**config.mk**
```make
export PLATFORM = sky130hd
export DESIGN_NAME = light_prox_sensor_regs
export DESIGN_NICKNAME = d
export VERILOG_FILES = /design/src/inc/light_prox_pkg.sv /design/src/core/result_shadow.sv /design/src/core/light_prox_sensor_regs.sv
export SDC_FILE = /design/constraint.sdc
export NUM_CORES = 1
export LEC_CHECK = 0
export BUFFER_PORTS_ARGS = -buffer_cell sky130_fd_sc_hd__buf_2
export CAP_MARGIN = 20
export CORE_MARGIN = 2
export CORE_UTILIZATION = 51
export DETAILED_ROUTE_END_ITERATION = 6
export PLACE_DENSITY = 0.82
export SYNTH_ARGS = -nofsm -noshare
export SYNTH_HDL_FRONTEND = slang
export SYNTH_HIERARCHICAL = 1
export SYNTH_SLANG_ARGS = --single-unit
```
**constraint.sdc**
```tcl
create_clock -name sys_clk -period 1.5 [get_ports sys_clk]
set_input_delay 0.15 -clock sys_clk [delete_from_list [all_inputs] [get_ports sys_clk]]
set_output_delay 0.15 -clock sys_clk [all_outputs]
set_load 0.05 [all_outputs]
```
**src/inc/light_prox_pkg.sv**
```systemverilog
// constants and carrier types for the light/proximity register bank
// assumes one device clock and a byte-wide register port from the serial
// front end, which handles the command byte and address auto-increment
package light_prox_pkg;

  // ****************************************************************
  // register offsets
  // ****************************************************************
  localparam logic [7:0] ANALOG_CONTROL_ADDR = 8'h0f;
  localparam logic [7:0] PART_IDENTITY_ADDR = 8'h12;
  localparam logic [7:0] DEVICE_STATUS_ADDR = 8'h13;
  localparam logic [7:0] LIGHT_CHAN0_LOW_ADDR = 8'h14;
  localparam logic [7:0] LIGHT_CHAN0_HIGH_ADDR = 8'h15;
  localparam logic [7:0] LIGHT_CHAN1_LOW_ADDR = 8'h16;
  localparam logic [7:0] LIGHT_CHAN1_HIGH_ADDR = 8'h17;
  localparam logic [7:0] PROX_RESULT_LOW_ADDR = 8'h18;
  localparam logic [7:0] PROX_RESULT_HIGH_ADDR = 8'h19;
  localparam logic [7:0] PROX_OFFSET_COMP_ADDR = 8'h1e;

  // ****************************************************************
  // reset values and field positions
  // ****************************************************************
  localparam logic [7:0] ANALOG_CONTROL_RESET = 8'h00;
  localparam logic [7:0] PROX_OFFSET_COMP_RESET = 8'h00;
  localparam logic [7:0] UNMAPPED_READ_VALUE = 8'h00;
  localparam int LED_CURRENT_MSB = 7;
  localparam int LED_CURRENT_LSB = 6;
  localparam int DIODE_SEL_MSB = 5;
  localparam int DIODE_SEL_LSB = 4;
  localparam int PROX_GAIN_MSB = 3;
  localparam int PROX_GAIN_LSB = 2;
  localparam int LIGHT_GAIN_MSB = 1;
  localparam int LIGHT_GAIN_LSB = 0;
  localparam int STAT_PROX_SAT_BIT = 6;
  localparam int STAT_PROX_IRQ_BIT = 5;
  localparam int STAT_LIGHT_IRQ_BIT = 4;
  localparam int STAT_PROX_READY_BIT = 1;
  localparam int STAT_LIGHT_READY_BIT = 0;
  localparam int OFFSET_SIGN_BIT = 7;
  localparam int NUM_RESULTS = 3;
  localparam int RESULT_WIDTH = 16;

  // ****************************************************************
  // led current in tenths of a milliampere, indexed by drive code
  // ****************************************************************
  localparam logic [10:0] LED_CURRENT_FULL [4] =
    '{11'd1200, 11'd600, 11'd300, 11'd150};
  localparam logic [10:0] LED_CURRENT_REDUCED [4] =
    '{11'd150, 11'd75, 11'd38, 11'd19};

  // ****************************************************************
  // gains; light gain in hundredths, reduced column scales codes 0 and 1 by 0.16
  // ****************************************************************
  localparam logic [3:0] PROX_GAIN_TABLE [4] = '{4'd1, 4'd2, 4'd4, 4'd8};
  localparam logic [13:0] LIGHT_GAIN_FULL [4] =
    '{14'd100, 14'd800, 14'd1600, 14'd12000};
  localparam logic [13:0] LIGHT_GAIN_REDUCED [4] =
    '{14'd16, 14'd128, 14'd1600, 14'd12000};

  typedef enum logic [1:0] {
    DIODE_NONE = 2'b00,
    DIODE_FIRST = 2'b01,
    DIODE_SECOND = 2'b10,
    DIODE_RESERVED = 2'b11
  } diode_code_t;

  typedef struct packed {
    logic [1:0] led_current_select;
    diode_code_t prox_photodiode_select;
    logic [1:0] prox_amp_gain;
    logic [1:0] light_amp_gain;
  } analog_ctrl_t;

  typedef struct packed {
    logic prox_saturated_flag;
    logic prox_irq_flag;
    logic light_irq_flag;
    logic prox_result_ready;
    logic light_result_ready;
  } status_in_t;

  // word 0 light channel zero, word 1 light channel one, word 2 proximity
  typedef struct packed {
    logic [NUM_RESULTS-1:0][RESULT_WIDTH-1:0] word;
  } results_t;

endpackage : light_prox_pkg

```
**src/core/result_shadow.sv**
```systemverilog
// one 16-bit result with its upper-byte shadow latch
// assumes capture is a one-cycle pulse on the read of the low byte
module result_shadow
  import light_prox_pkg::*;
#(
  parameter int WIDTH = RESULT_WIDTH
) (
  input wire logic sys_clk, // device clock
  input wire logic rst_n, // async reset, active low
  input wire logic capture, // low byte being read
  input wire logic [WIDTH-1:0] live_value, // result from measurement
  output logic [WIDTH/2-1:0] high_shadow // held upper byte
);

  initial begin
    if (WIDTH != 2 * (WIDTH / 2) || WIDTH < 2) begin
      $error("result_shadow: WIDTH must be even and at least 2");
    end
  end

  // ****************************************************************
  // upper byte frozen at the low-byte read
  // ****************************************************************
  always_ff @(posedge sys_clk or negedge rst_n) begin
    if (!rst_n) begin
      high_shadow <= '0;
    end else if (capture) begin
      high_shadow <= live_value[WIDTH-1:WIDTH/2];
    end
  end

endmodule : result_shadow

```
**src/core/light_prox_sensor_regs.sv**
```systemverilog
// register bank of an ambient light and proximity sensor
// assumes a byte-wide register port from the serial front end and a
// measurement engine that supplies results and status levels
//
// Summary of operation
// - drive code gives 120/60/30/15 mA
// - reduce bit gives 15/7.5/3.8/1.9 mA
// - diode select 00 none, 01/10; 11 forbidden
// - control holds drive, diode, two gains
// - read-only fixed part number byte
// - status writes change nothing
// - status bits 7, 3:2 read zero
// - status bit 6 proximity saturation
// - status bit 5 proximity interrupt active
// - status bit 4 light interrupt active
// - status bit 1 proximity result valid
// - status bit 0 light result valid
// - light results at 0x14..0x17 low/high
// - low read latches upper byte shadow
// - shadow survives later conversions
// - proximity result 0x18/0x19, same shadowing
// - offset sign: clear negative, set positive
// - offset register zero after power-up
// - magnitude 6:0 sets shift size
// - reduce bit selects reduced drive column
// - gain-reduce scales 1x, 8x by 0.16
module light_prox_sensor_regs
  import light_prox_pkg::*;
#(
  parameter logic [7:0] PART_ID = 8'h5a, // arbitrary value
  parameter int NUM_CHANNELS = NUM_RESULTS
) (
  input wire logic sys_clk, // device clock, 10 MHz
  input wire logic rst_n, // async reset, active low
  input wire logic [7:0] reg_addr, // register address
  input wire logic reg_wr, // write strobe, one cycle
  input wire logic [7:0] reg_wdata, // write data
  input wire logic reg_rd, // read strobe, one cycle
  output logic [7:0] reg_rdata, // read data, one cycle after strobe
  output logic reg_rvalid, // read data valid pulse
  input wire logic led_current_reduce, // configuration drive reduce
  input wire logic light_gain_reduce, // configuration gain reduce
  input wire status_in_t status_in, // levels from measurement logic
  input wire results_t results_in, // live conversion results
  output logic [10:0] led_current_x10, // led pulse current, 0.1 mA
  output logic first_photodiode_en, // proximity uses first diode
  output logic second_photodiode_en, // proximity uses second diode
  output logic diode_code_bad, // reserved diode code held
  output logic [3:0] prox_gain_factor, // proximity gain 1..8
  output logic [13:0] light_gain_x100, // light gain, hundredths
  output logic prox_offset_positive, // offset shifts data up
  output logic [6:0] prox_offset_magnitude, // offset step count
  output logic [7:0] prox_offset_signed // offset, two's complement
);

  // ****************************************************************
  // elaboration checks
  // ****************************************************************
  initial begin
    if (NUM_CHANNELS != NUM_RESULTS) begin
      $error("light_prox_sensor_regs: NUM_CHANNELS must be 3");
    end
  end

  // ****************************************************************
  // storage
  // ****************************************************************
  analog_ctrl_t analog_control_reg;
  logic [7:0] prox_offset_comp_reg;
  logic [7:0] read_next;
  logic [NUM_CHANNELS-1:0] low_read;
  logic [NUM_CHANNELS-1:0] high_hit;
  logic [NUM_CHANNELS-1:0] low_hit;
  logic [NUM_CHANNELS-1:0][7:0] high_shadow;
  logic [7:0] status_view;
  logic [10:0] led_current_next;
  logic [13:0] light_gain_next;
  logic [7:0] offset_signed_next;

  // ****************************************************************
  // address decode of result pairs
  // ****************************************************************
  generate
    for (genvar ch = 0; ch < NUM_CHANNELS; ch++) begin : g_result
      localparam logic [7:0] LOW_ADDR =
        8'(LIGHT_CHAN0_LOW_ADDR + 8'(2 * ch));
      localparam logic [7:0] HIGH_ADDR = 8'(LOW_ADDR + 8'h01);

      assign low_hit[ch] = (reg_addr == LOW_ADDR);
      assign high_hit[ch] = (reg_addr == HIGH_ADDR);
      // shadow takes the upper byte only on a low-byte read
      assign low_read[ch] = reg_rd && low_hit[ch];

      result_shadow #(
        .WIDTH(RESULT_WIDTH)
      ) u_shadow (
        .sys_clk(sys_clk),
        .rst_n(rst_n),
        .capture(low_read[ch]),
        .live_value(results_in.word[ch]),
        .high_shadow(high_shadow[ch])
      );
    end
  endgenerate

  // ****************************************************************
  // status view
  // ****************************************************************
  always_comb begin
    status_view = 8'h00;
    status_view[STAT_PROX_SAT_BIT] = status_in.prox_saturated_flag;
    status_view[STAT_PROX_IRQ_BIT] = status_in.prox_irq_flag;
    status_view[STAT_LIGHT_IRQ_BIT] = status_in.light_irq_flag;
    status_view[STAT_PROX_READY_BIT] =
      status_in.prox_result_ready;
    status_view[STAT_LIGHT_READY_BIT] =
      status_in.light_result_ready;
  end

  // ****************************************************************
  // writable registers
  // ****************************************************************
  always_ff @(posedge sys_clk or negedge rst_n) begin
    if (!rst_n) begin
      analog_control_reg <= analog_ctrl_t'(ANALOG_CONTROL_RESET);
    end else if (reg_wr && reg_addr == ANALOG_CONTROL_ADDR) begin
      analog_control_reg <= analog_ctrl_t'(reg_wdata);
    end
  end

  always_ff @(posedge sys_clk or negedge rst_n) begin
    if (!rst_n) begin
      prox_offset_comp_reg <= PROX_OFFSET_COMP_RESET;
    end else if (reg_wr && reg_addr == PROX_OFFSET_COMP_ADDR) begin
      prox_offset_comp_reg <= reg_wdata;
    end
  end

  // writes to identity, status and results fall through: no storage
  // exists for them, so nothing a host writes can change them

  // ****************************************************************
  // read path
  // ****************************************************************
  always_comb begin
    read_next = UNMAPPED_READ_VALUE;
    case (reg_addr)
      ANALOG_CONTROL_ADDR: begin
        read_next = analog_control_reg;
      end
      PART_IDENTITY_ADDR: begin
        read_next = PART_ID;
      end
      DEVICE_STATUS_ADDR: begin
        read_next = status_view;
      end
      PROX_OFFSET_COMP_ADDR: begin
        read_next = prox_offset_comp_reg;
      end
      default: begin
        for (int ch = 0; ch < NUM_CHANNELS; ch++) begin
          if (low_hit[ch]) begin
            read_next = results_in.word[ch][7:0];
          end else if (high_hit[ch]) begin
            read_next = high_shadow[ch];
          end
        end
      end
    endcase
  end

  always_ff @(posedge sys_clk or negedge rst_n) begin
    if (!rst_n) begin
      reg_rdata <= 8'h00;
    end else if (reg_rd) begin
      reg_rdata <= read_next;
    end
  end

  always_ff @(posedge sys_clk or negedge rst_n) begin
    if (!rst_n) begin
      reg_rvalid <= 1'b0;
    end else begin
      reg_rvalid <= reg_rd;
    end
  end

  // ****************************************************************
  // led drive current
  // ****************************************************************
  always_comb begin
    if (led_current_reduce) begin
      led_current_next =
        LED_CURRENT_REDUCED[analog_control_reg.led_current_select];
    end else begin
      led_current_next =
        LED_CURRENT_FULL[analog_control_reg.led_current_select];
    end
  end

  always_ff @(posedge sys_clk or negedge rst_n) begin
    if (!rst_n) begin
      led_current_x10 <= LED_CURRENT_FULL[0];
    end else begin
      led_current_x10 <= led_current_next;
    end
  end

  // ****************************************************************
  // proximity photodiode selection
  // ****************************************************************
  always_ff @(posedge sys_clk or negedge rst_n) begin
    if (!rst_n) begin
      first_photodiode_en <= 1'b0;
      second_photodiode_en <= 1'b0;
      diode_code_bad <= 1'b0;
    end else begin
      case (analog_control_reg.prox_photodiode_select)
        DIODE_FIRST: begin
          first_photodiode_en <= 1'b1;
          second_photodiode_en <= 1'b0;
          diode_code_bad <= 1'b0;
        end
        DIODE_SECOND: begin
          first_photodiode_en <= 1'b0;
          second_photodiode_en <= 1'b1;
          diode_code_bad <= 1'b0;
        end
        DIODE_RESERVED: begin
          // forbidden code: keep both diodes off and flag it
          first_photodiode_en <= 1'b0;
          second_photodiode_en <= 1'b0;
          diode_code_bad <= 1'b1;
        end
        default: begin
          first_photodiode_en <= 1'b0;
          second_photodiode_en <= 1'b0;
          diode_code_bad <= 1'b0;
        end
      endcase
    end
  end

  // ****************************************************************
  // gains
  // ****************************************************************
  always_ff @(posedge sys_clk or negedge rst_n) begin
    if (!rst_n) begin
      prox_gain_factor <= PROX_GAIN_TABLE[0];
    end else begin
      prox_gain_factor <=
        PROX_GAIN_TABLE[analog_control_reg.prox_amp_gain];
    end
  end

  always_comb begin
    if (light_gain_reduce) begin
      // reduction only covers 1x and 8x; higher codes stay unscaled
      light_gain_next =
        LIGHT_GAIN_REDUCED[analog_control_reg.light_amp_gain];
    end else begin
      light_gain_next =
        LIGHT_GAIN_FULL[analog_control_reg.light_amp_gain];
    end
  end

  always_ff @(posedge sys_clk or negedge rst_n) begin
    if (!rst_n) begin
      light_gain_x100 <= LIGHT_GAIN_FULL[0];
    end else begin
      light_gain_x100 <= light_gain_next;
    end
  end

  // ****************************************************************
  // proximity offset
  // ****************************************************************
  always_comb begin
    if (prox_offset_comp_reg[OFFSET_SIGN_BIT]) begin
      offset_signed_next = {1'b0, prox_offset_comp_reg[6:0]};
    end else begin
      offset_signed_next = 8'(-{1'b0, prox_offset_comp_reg[6:0]});
    end
  end

  always_ff @(posedge sys_clk or negedge rst_n) begin
    if (!rst_n) begin
      prox_offset_positive <= 1'b0;
      prox_offset_magnitude <= 7'h00;
      prox_offset_signed <= 8'h00;
    end else begin
      prox_offset_positive <= prox_offset_comp_reg[OFFSET_SIGN_BIT];
      prox_offset_magnitude <= prox_offset_comp_reg[6:0];
      prox_offset_signed <= offset_signed_next;
    end
  end

endmodule : light_prox_sensor_regs

```
* Word level (Yosys, flattened, before mapping)
Index checks and enable logic that the tools add are counted.
Operators by class: bitwise gates (word level) 3, order comparisons 3, $add $sub $neg 1, multiplexer cells 28, reductions and logical operators 5, equality and inequality tests 13
Operator list (count):
- 8-bit by 5-bit == test with 1-bit output (second input constant) | 9
- 14-bit 2-to-1 mux | 5
- 14-bit binary-select mux with 2-bit select | 2
- 8-bit 2-to-1 mux | 7
- 11-bit 2-to-1 mux | 5
- 11-bit binary-select mux with 2-bit select | 2
- 8-bit one-hot mux with 4 select lines | 1
- 3-bit >= comparator (second input constant) | 3
- 2-bit inverter with 3-bit output | 3
- 4-bit binary-select mux with 2-bit select | 1
- 8-bit by 4-bit == test with 1-bit output (second input constant) | 1
- 4-bit 2-to-1 mux | 2
- 7-bit negator with 8-bit output | 1
- 1-bit logical AND | 5
- 2-bit == test (second input constant) | 2
- 1-bit 2-to-1 mux | 3
- 2-bit by 1-bit == test with 1-bit output (second input constant) | 1
Word-level totals: flip-flop bits (word level) 97, bits of input ports 75, output and inout bits 57

* Depth between registers and ports, before layout
word-level depth 8, mapped depth 7, gate-level depth less buffers 5

* Modules after synthesis
The synthesis kept the hierarchy.
By module, submodules not included:
- light_prox_sensor_regs | cells an instance 257, times used 1, area an instance 3173.0 µm²
- result_shadow | cells an instance 17, times used 3, area an instance 331.6 µm²

* Worst setup path before layout
No wires, ideal clock.
path kind input port to flip-flop, from input reg_addr[5], to register g_result[2].u_shadow.high_shadow[0], data arrival time 2.009 ns, path buffers 3, cell stages on the path 7, setup time 0.125 ns, path slack -0.634 ns, path through or4b_4 buf_6 or4_4 buf_6 nor2_1 buf_6 mux2_4
Between the ends: word-level cells in the longest chain between the ends 2
Ends and longest elaborated chain:
- from (decl) | RTL line light_prox_sensor_regs.sv:35 | input wire logic [7:0] reg_addr,
- 8-bit by 5-bit == test with 1-bit output | RTL line light_prox_sensor_regs.sv:89 | assign low_hit[ch] = (reg_addr == LOW_ADDR);
- 1-bit logical AND | RTL line light_prox_sensor_regs.sv:92 | assign low_read[ch] = reg_rd && low_hit[ch];
- named net low_read[2] | RTL line light_prox_sensor_regs.sv:71 | logic [NUM_CHANNELS-1:0] low_read;
- to (signal assigned) | RTL line result_shadow.sv:28 | high_shadow <= live_value[WIDTH-1:WIDTH/2];
- to (decl) | RTL line result_shadow.sv:12 | output logic [WIDTH/2-1:0] high_shadow
The timed path passes the listed nets, and every way through them passes these cells. A chain may end at the register's enable or synchronous reset.

* Worst setup path after layout
from input reg_addr[5], to register g_result[2].u_shadow.high_shadow[3]
Same word-level chain as after synthesis.

==> results.cfg <==
[status]
outcome = finished, violations left
violations_in_the_final_reports = setup timing

[timing]
finalMaxSlewViolations = 0
timing.fmax_mhz = 633
hold_violations = 0
clock-skew-final_ns = 0.00963
setup_violations = 8
finalCritPeriodShare_pct = 105
finalWorstSetupSlack_ns = -0.0789
grt_setup_unrepaired = yes
finalCriticalPeriod_ns = 1.58
fin_worst_hold_slack_ns = 0.0160

[global_routing]
total_overflow_reported_by_the_global_router = 0
via_count_of_the_first_global_routing_pass = 3119
track_usage_pct = 22.4
grt_pass1_wl_um = 15000
grt_antenna_before_repair = 0
grt_max_degree = 92

[routing]
viasPerCell = 5.28
antenna_nets_post_route = 0
first_iter_violations = 151
wire_per_inst_um = 16.6
detail_route.first_pass.iterations = 5
num_vias = 3007
drcViolationCount = 0
drt-total-wl_um = 9440

[synthesis]
synth_edf_count = 0
yosys.area.top_type_share_pct = 49.8
ys_ff_latch = 91
synth-seq-area-share_pct = 54.9
post_synth_num_cell_types = 49
top_cells_by_area_in_the_synthesized_netlist = sky130_fd_sc_hd__dfrtp_1, sky130_fd_sc_hd__mux2_4, sky130_fd_sc_hd__dfstp_2
synth_top_area_cell = sky130_fd_sc_hd__dfrtp_1
synthesis.area_sq_mm = 0.00417
syn_inst = 308
yosysMostFrequentCell = sky130_fd_sc_hd__dfrtp_1
syn_warnings = 6
yosys-top-cells-count = sky130_fd_sc_hd__dfrtp_1, sky130_fd_sc_hd__mux2_4, sky130_fd_sc_hd__nor2_1
synthArstFlopShare_pct = 100
synthesis.area_per_instance_sq_um = 13.5
ys_dominant_reg_cell = sky130_fd_sc_hd__dfrtp_1

[min_path]
min-delay-path-class = input pin to register

[cells_and_area]
flow.area_growth_from_synthesis_pct = 29.8
antennaDiodeCount = 0
multi_input_area_sq_mm = 0.00175
nets = 544
layout-drive-gt1-share_pct = 55.8
regMostFlops = g_result.u_shadow/high_shadow
biggestRegsByFlops = g_result.u_shadow/high_shadow: 24 flops, led_current_x10: 11 flops, light_gain_x100: 9 flops
ff_latch_area_sq_mm = 0.00229
largest_register_ffs = 24
postLayoutCoreUtil_pct = 69.3
nFillCells = 586

[clock_tree]
clock-root-buffer = sky130_fd_sc_hd__clkbuf_8
cts.sinks = 91
post_cts.repair.setup_buffers = 0
cts_tree = built
clk-insertion-delay-late_ns = 0.36
path_clk_slew_ns = 0.09
clockBufferDepth = 2
cts_inserted_buffers = 9
cts-htree-levels = 3

[floorplan]
die_w_um = 94.4
num_rows = 32
die_area_sq_mm = 0.00891
floorplan_die_height_um = 94.4
core_sq_mm = 0.00781
design.portCount = 132
initial_core_util_pct = 53.4

[setup_path]
timing_worst_setup_path_type = input pin to register
largest_incremental_delay_on_the_critical_path_ns = 0.56
crit_path_cell_trace = buf_6 -> or4b_4 -> or4_4 -> nor2_4 -> buf_12 -> mux2_4
worst_r2r_path_depth = 4
r2r_slack_ns = 0.11
startpoint = reg_addr[5]
setup.worst_path.end = g_result[2].u_shadow/high_shadow[3]$_DFFE_PN0P_
worstPathRequired_ns = 1.74
worstSetupStartpointType = input pin
startpoint_of_the_most_critical_register_to_register_path = prox_offset_comp_reg[1]$_DFFE_PN0P_
rr_endpoint = prox_offset_signed[5]$_DFF_PN0_
crit_path_end_kind = register
critPathSlowestCell = sky130_fd_sc_hd__or4b_4
timing.critical_path.fanout_max = 8
timing.critical_path.arrival_ns = 1.82

[placed_design]
gpl.final_weighted_congestion = 0.844
detailed_placer_s_ending_hpwl_um = 7320
port-buffer-count = 127

[power_and_ir_drop]
power_density_mw_per_mm2 = 1040
irDropWorstVdd_mv = 0.586
fin_total_pwr_uw = 5620
cellLeakagePower_uw = 0.00275

[run]
drv_cap = 0
-- cells by family (layout without fill, tap and decap cells) --
group / Yosys count / count (layout) / share of synthesized area (%)
and+or+nand+nor: 76 / 76 / 11.0
other: 1 / 4 / 0.0900
muxes: 51 / 51 / 18.1
buffers and inverters: 33 / 190 / 4.44
adders and majority gates: 6 / 6 / 1.80
DFF: 91 / 91 / 54.9
AOI/OAI and AO/OA: 45 / 45 / 8.68
xor gates and xnor gates: 5 / 5 / 1.05
-- placed cells by master, fill, tap and decap left out, types with 3 or more instances in the layout --
cell                         synthesis  routed
sky130_fd_sc_hd__a21oi_1             3       3
sky130_fd_sc_hd__a221oi_1            5       5
sky130_fd_sc_hd__a22oi_1             8       8
sky130_fd_sc_hd__buf_12              0       4
sky130_fd_sc_hd__buf_2               1     124
sky130_fd_sc_hd__buf_4               6      31
sky130_fd_sc_hd__buf_6               5       3
sky130_fd_sc_hd__clkbuf_8            0       9
sky130_fd_sc_hd__clkinvlp_4          0       3
sky130_fd_sc_hd__conb_1              1       4
sky130_fd_sc_hd__dfrtp_1            83      83
sky130_fd_sc_hd__dfstp_2             8       8
sky130_fd_sc_hd__ha_1                6       6
sky130_fd_sc_hd__inv_1              10      10
sky130_fd_sc_hd__mux2_2             17      17
sky130_fd_sc_hd__mux2_4             24      25
sky130_fd_sc_hd__mux4_2              8       8
sky130_fd_sc_hd__nand2_1             3       3
sky130_fd_sc_hd__nand2b_1            9       9
sky130_fd_sc_hd__nor2_1             21      20
sky130_fd_sc_hd__nor2b_1             8       8
sky130_fd_sc_hd__nor3_1             12      11
sky130_fd_sc_hd__o21ai_0             5       5
sky130_fd_sc_hd__o22ai_1             6       6
sky130_fd_sc_hd__o22ai_2             8       8
sky130_fd_sc_hd__or2_2               3       3
sky130_fd_sc_hd__xor2_1              5       5
-- worst min-delay path by stage --
stage	start	to	slack, ns	cells past startpoint
after floorplan	rst_n	analog_control_reg[0]$_DFFE_PN0P_	-0.15	0
after global placement	rst_n	led_current_x10[9]$_DFF_PN0_	0.22	2
after detailed placement	rst_n	led_current_x10[9]$_DFF_PN0_	0.23	2
after CTS	results_in[25]	g_result[1].u_shadow/high_shadow[1]$_DFFE_PN0P_	0.007	2
after global routing	results_in[40]	g_result[2].u_shadow/high_shadow[0]$_DFFE_PN0P_	0.009	2
final	results_in[12]	g_result[0].u_shadow/high_shadow[4]$_DFFE_PN0P_	0.02	2
-- critical path: cells and delay by family --
family	cells	cell delay, ns
buffers and inverters	2	0.23
multiplexers	1	0.30
AND/OR/NAND/NOR	3	1.13
-- per-layer routing --
layer  part of all wire, %  track usage, %  vias up  routed length [um]
li1                      -               -     1406                   -
met1                    40            27.7     1474                3810
met2                    51            38.5      109                4810
met3                   6.6            5.83       18                 621
met4                   2.2            7.61        0                 204
met5                     0               0        -                   0
-- metrics by stage --
step,std cells,instance area (sq um),setup TNS [ns],worst slack [ns]
final,570,5410,-0.549,-0.0789
after global routing,570,5410,-0.750,-0.0892
after CTS,570,5390,-0.509,-0.0745
after detailed placement,552,5140,-15.34,-0.556
after global placement,552,5140,-13.97,-0.518
after floorplan,311,4220,-13.18,-0.533
-- what timing repair did --
action | in CTS | in global routing
cloned | 0 | 0
hold buffers | 2 | 0
resized for setup | 4 | 4
hold endpoints to repair | 86 | 0
setup endpoints to repair | 11 | 21
-- report_power, final --
group	switching, uW	internal [uW]
sequential	80.5	2620
combinational	714	385
clock	876	946
-- layout make-up --
class                           count  area share, %
Sequential cell                    91           42.3
Clock inverter                      7           1.85
Clock buffer                        9           2.29
Inverter                           10          0.694
Multi-Input combinational cell    187           32.3
Tap cell                          102           2.36
Timing Repair Buffer              164           18.2
No activity file was read; power rests on OpenSTA's default activity.
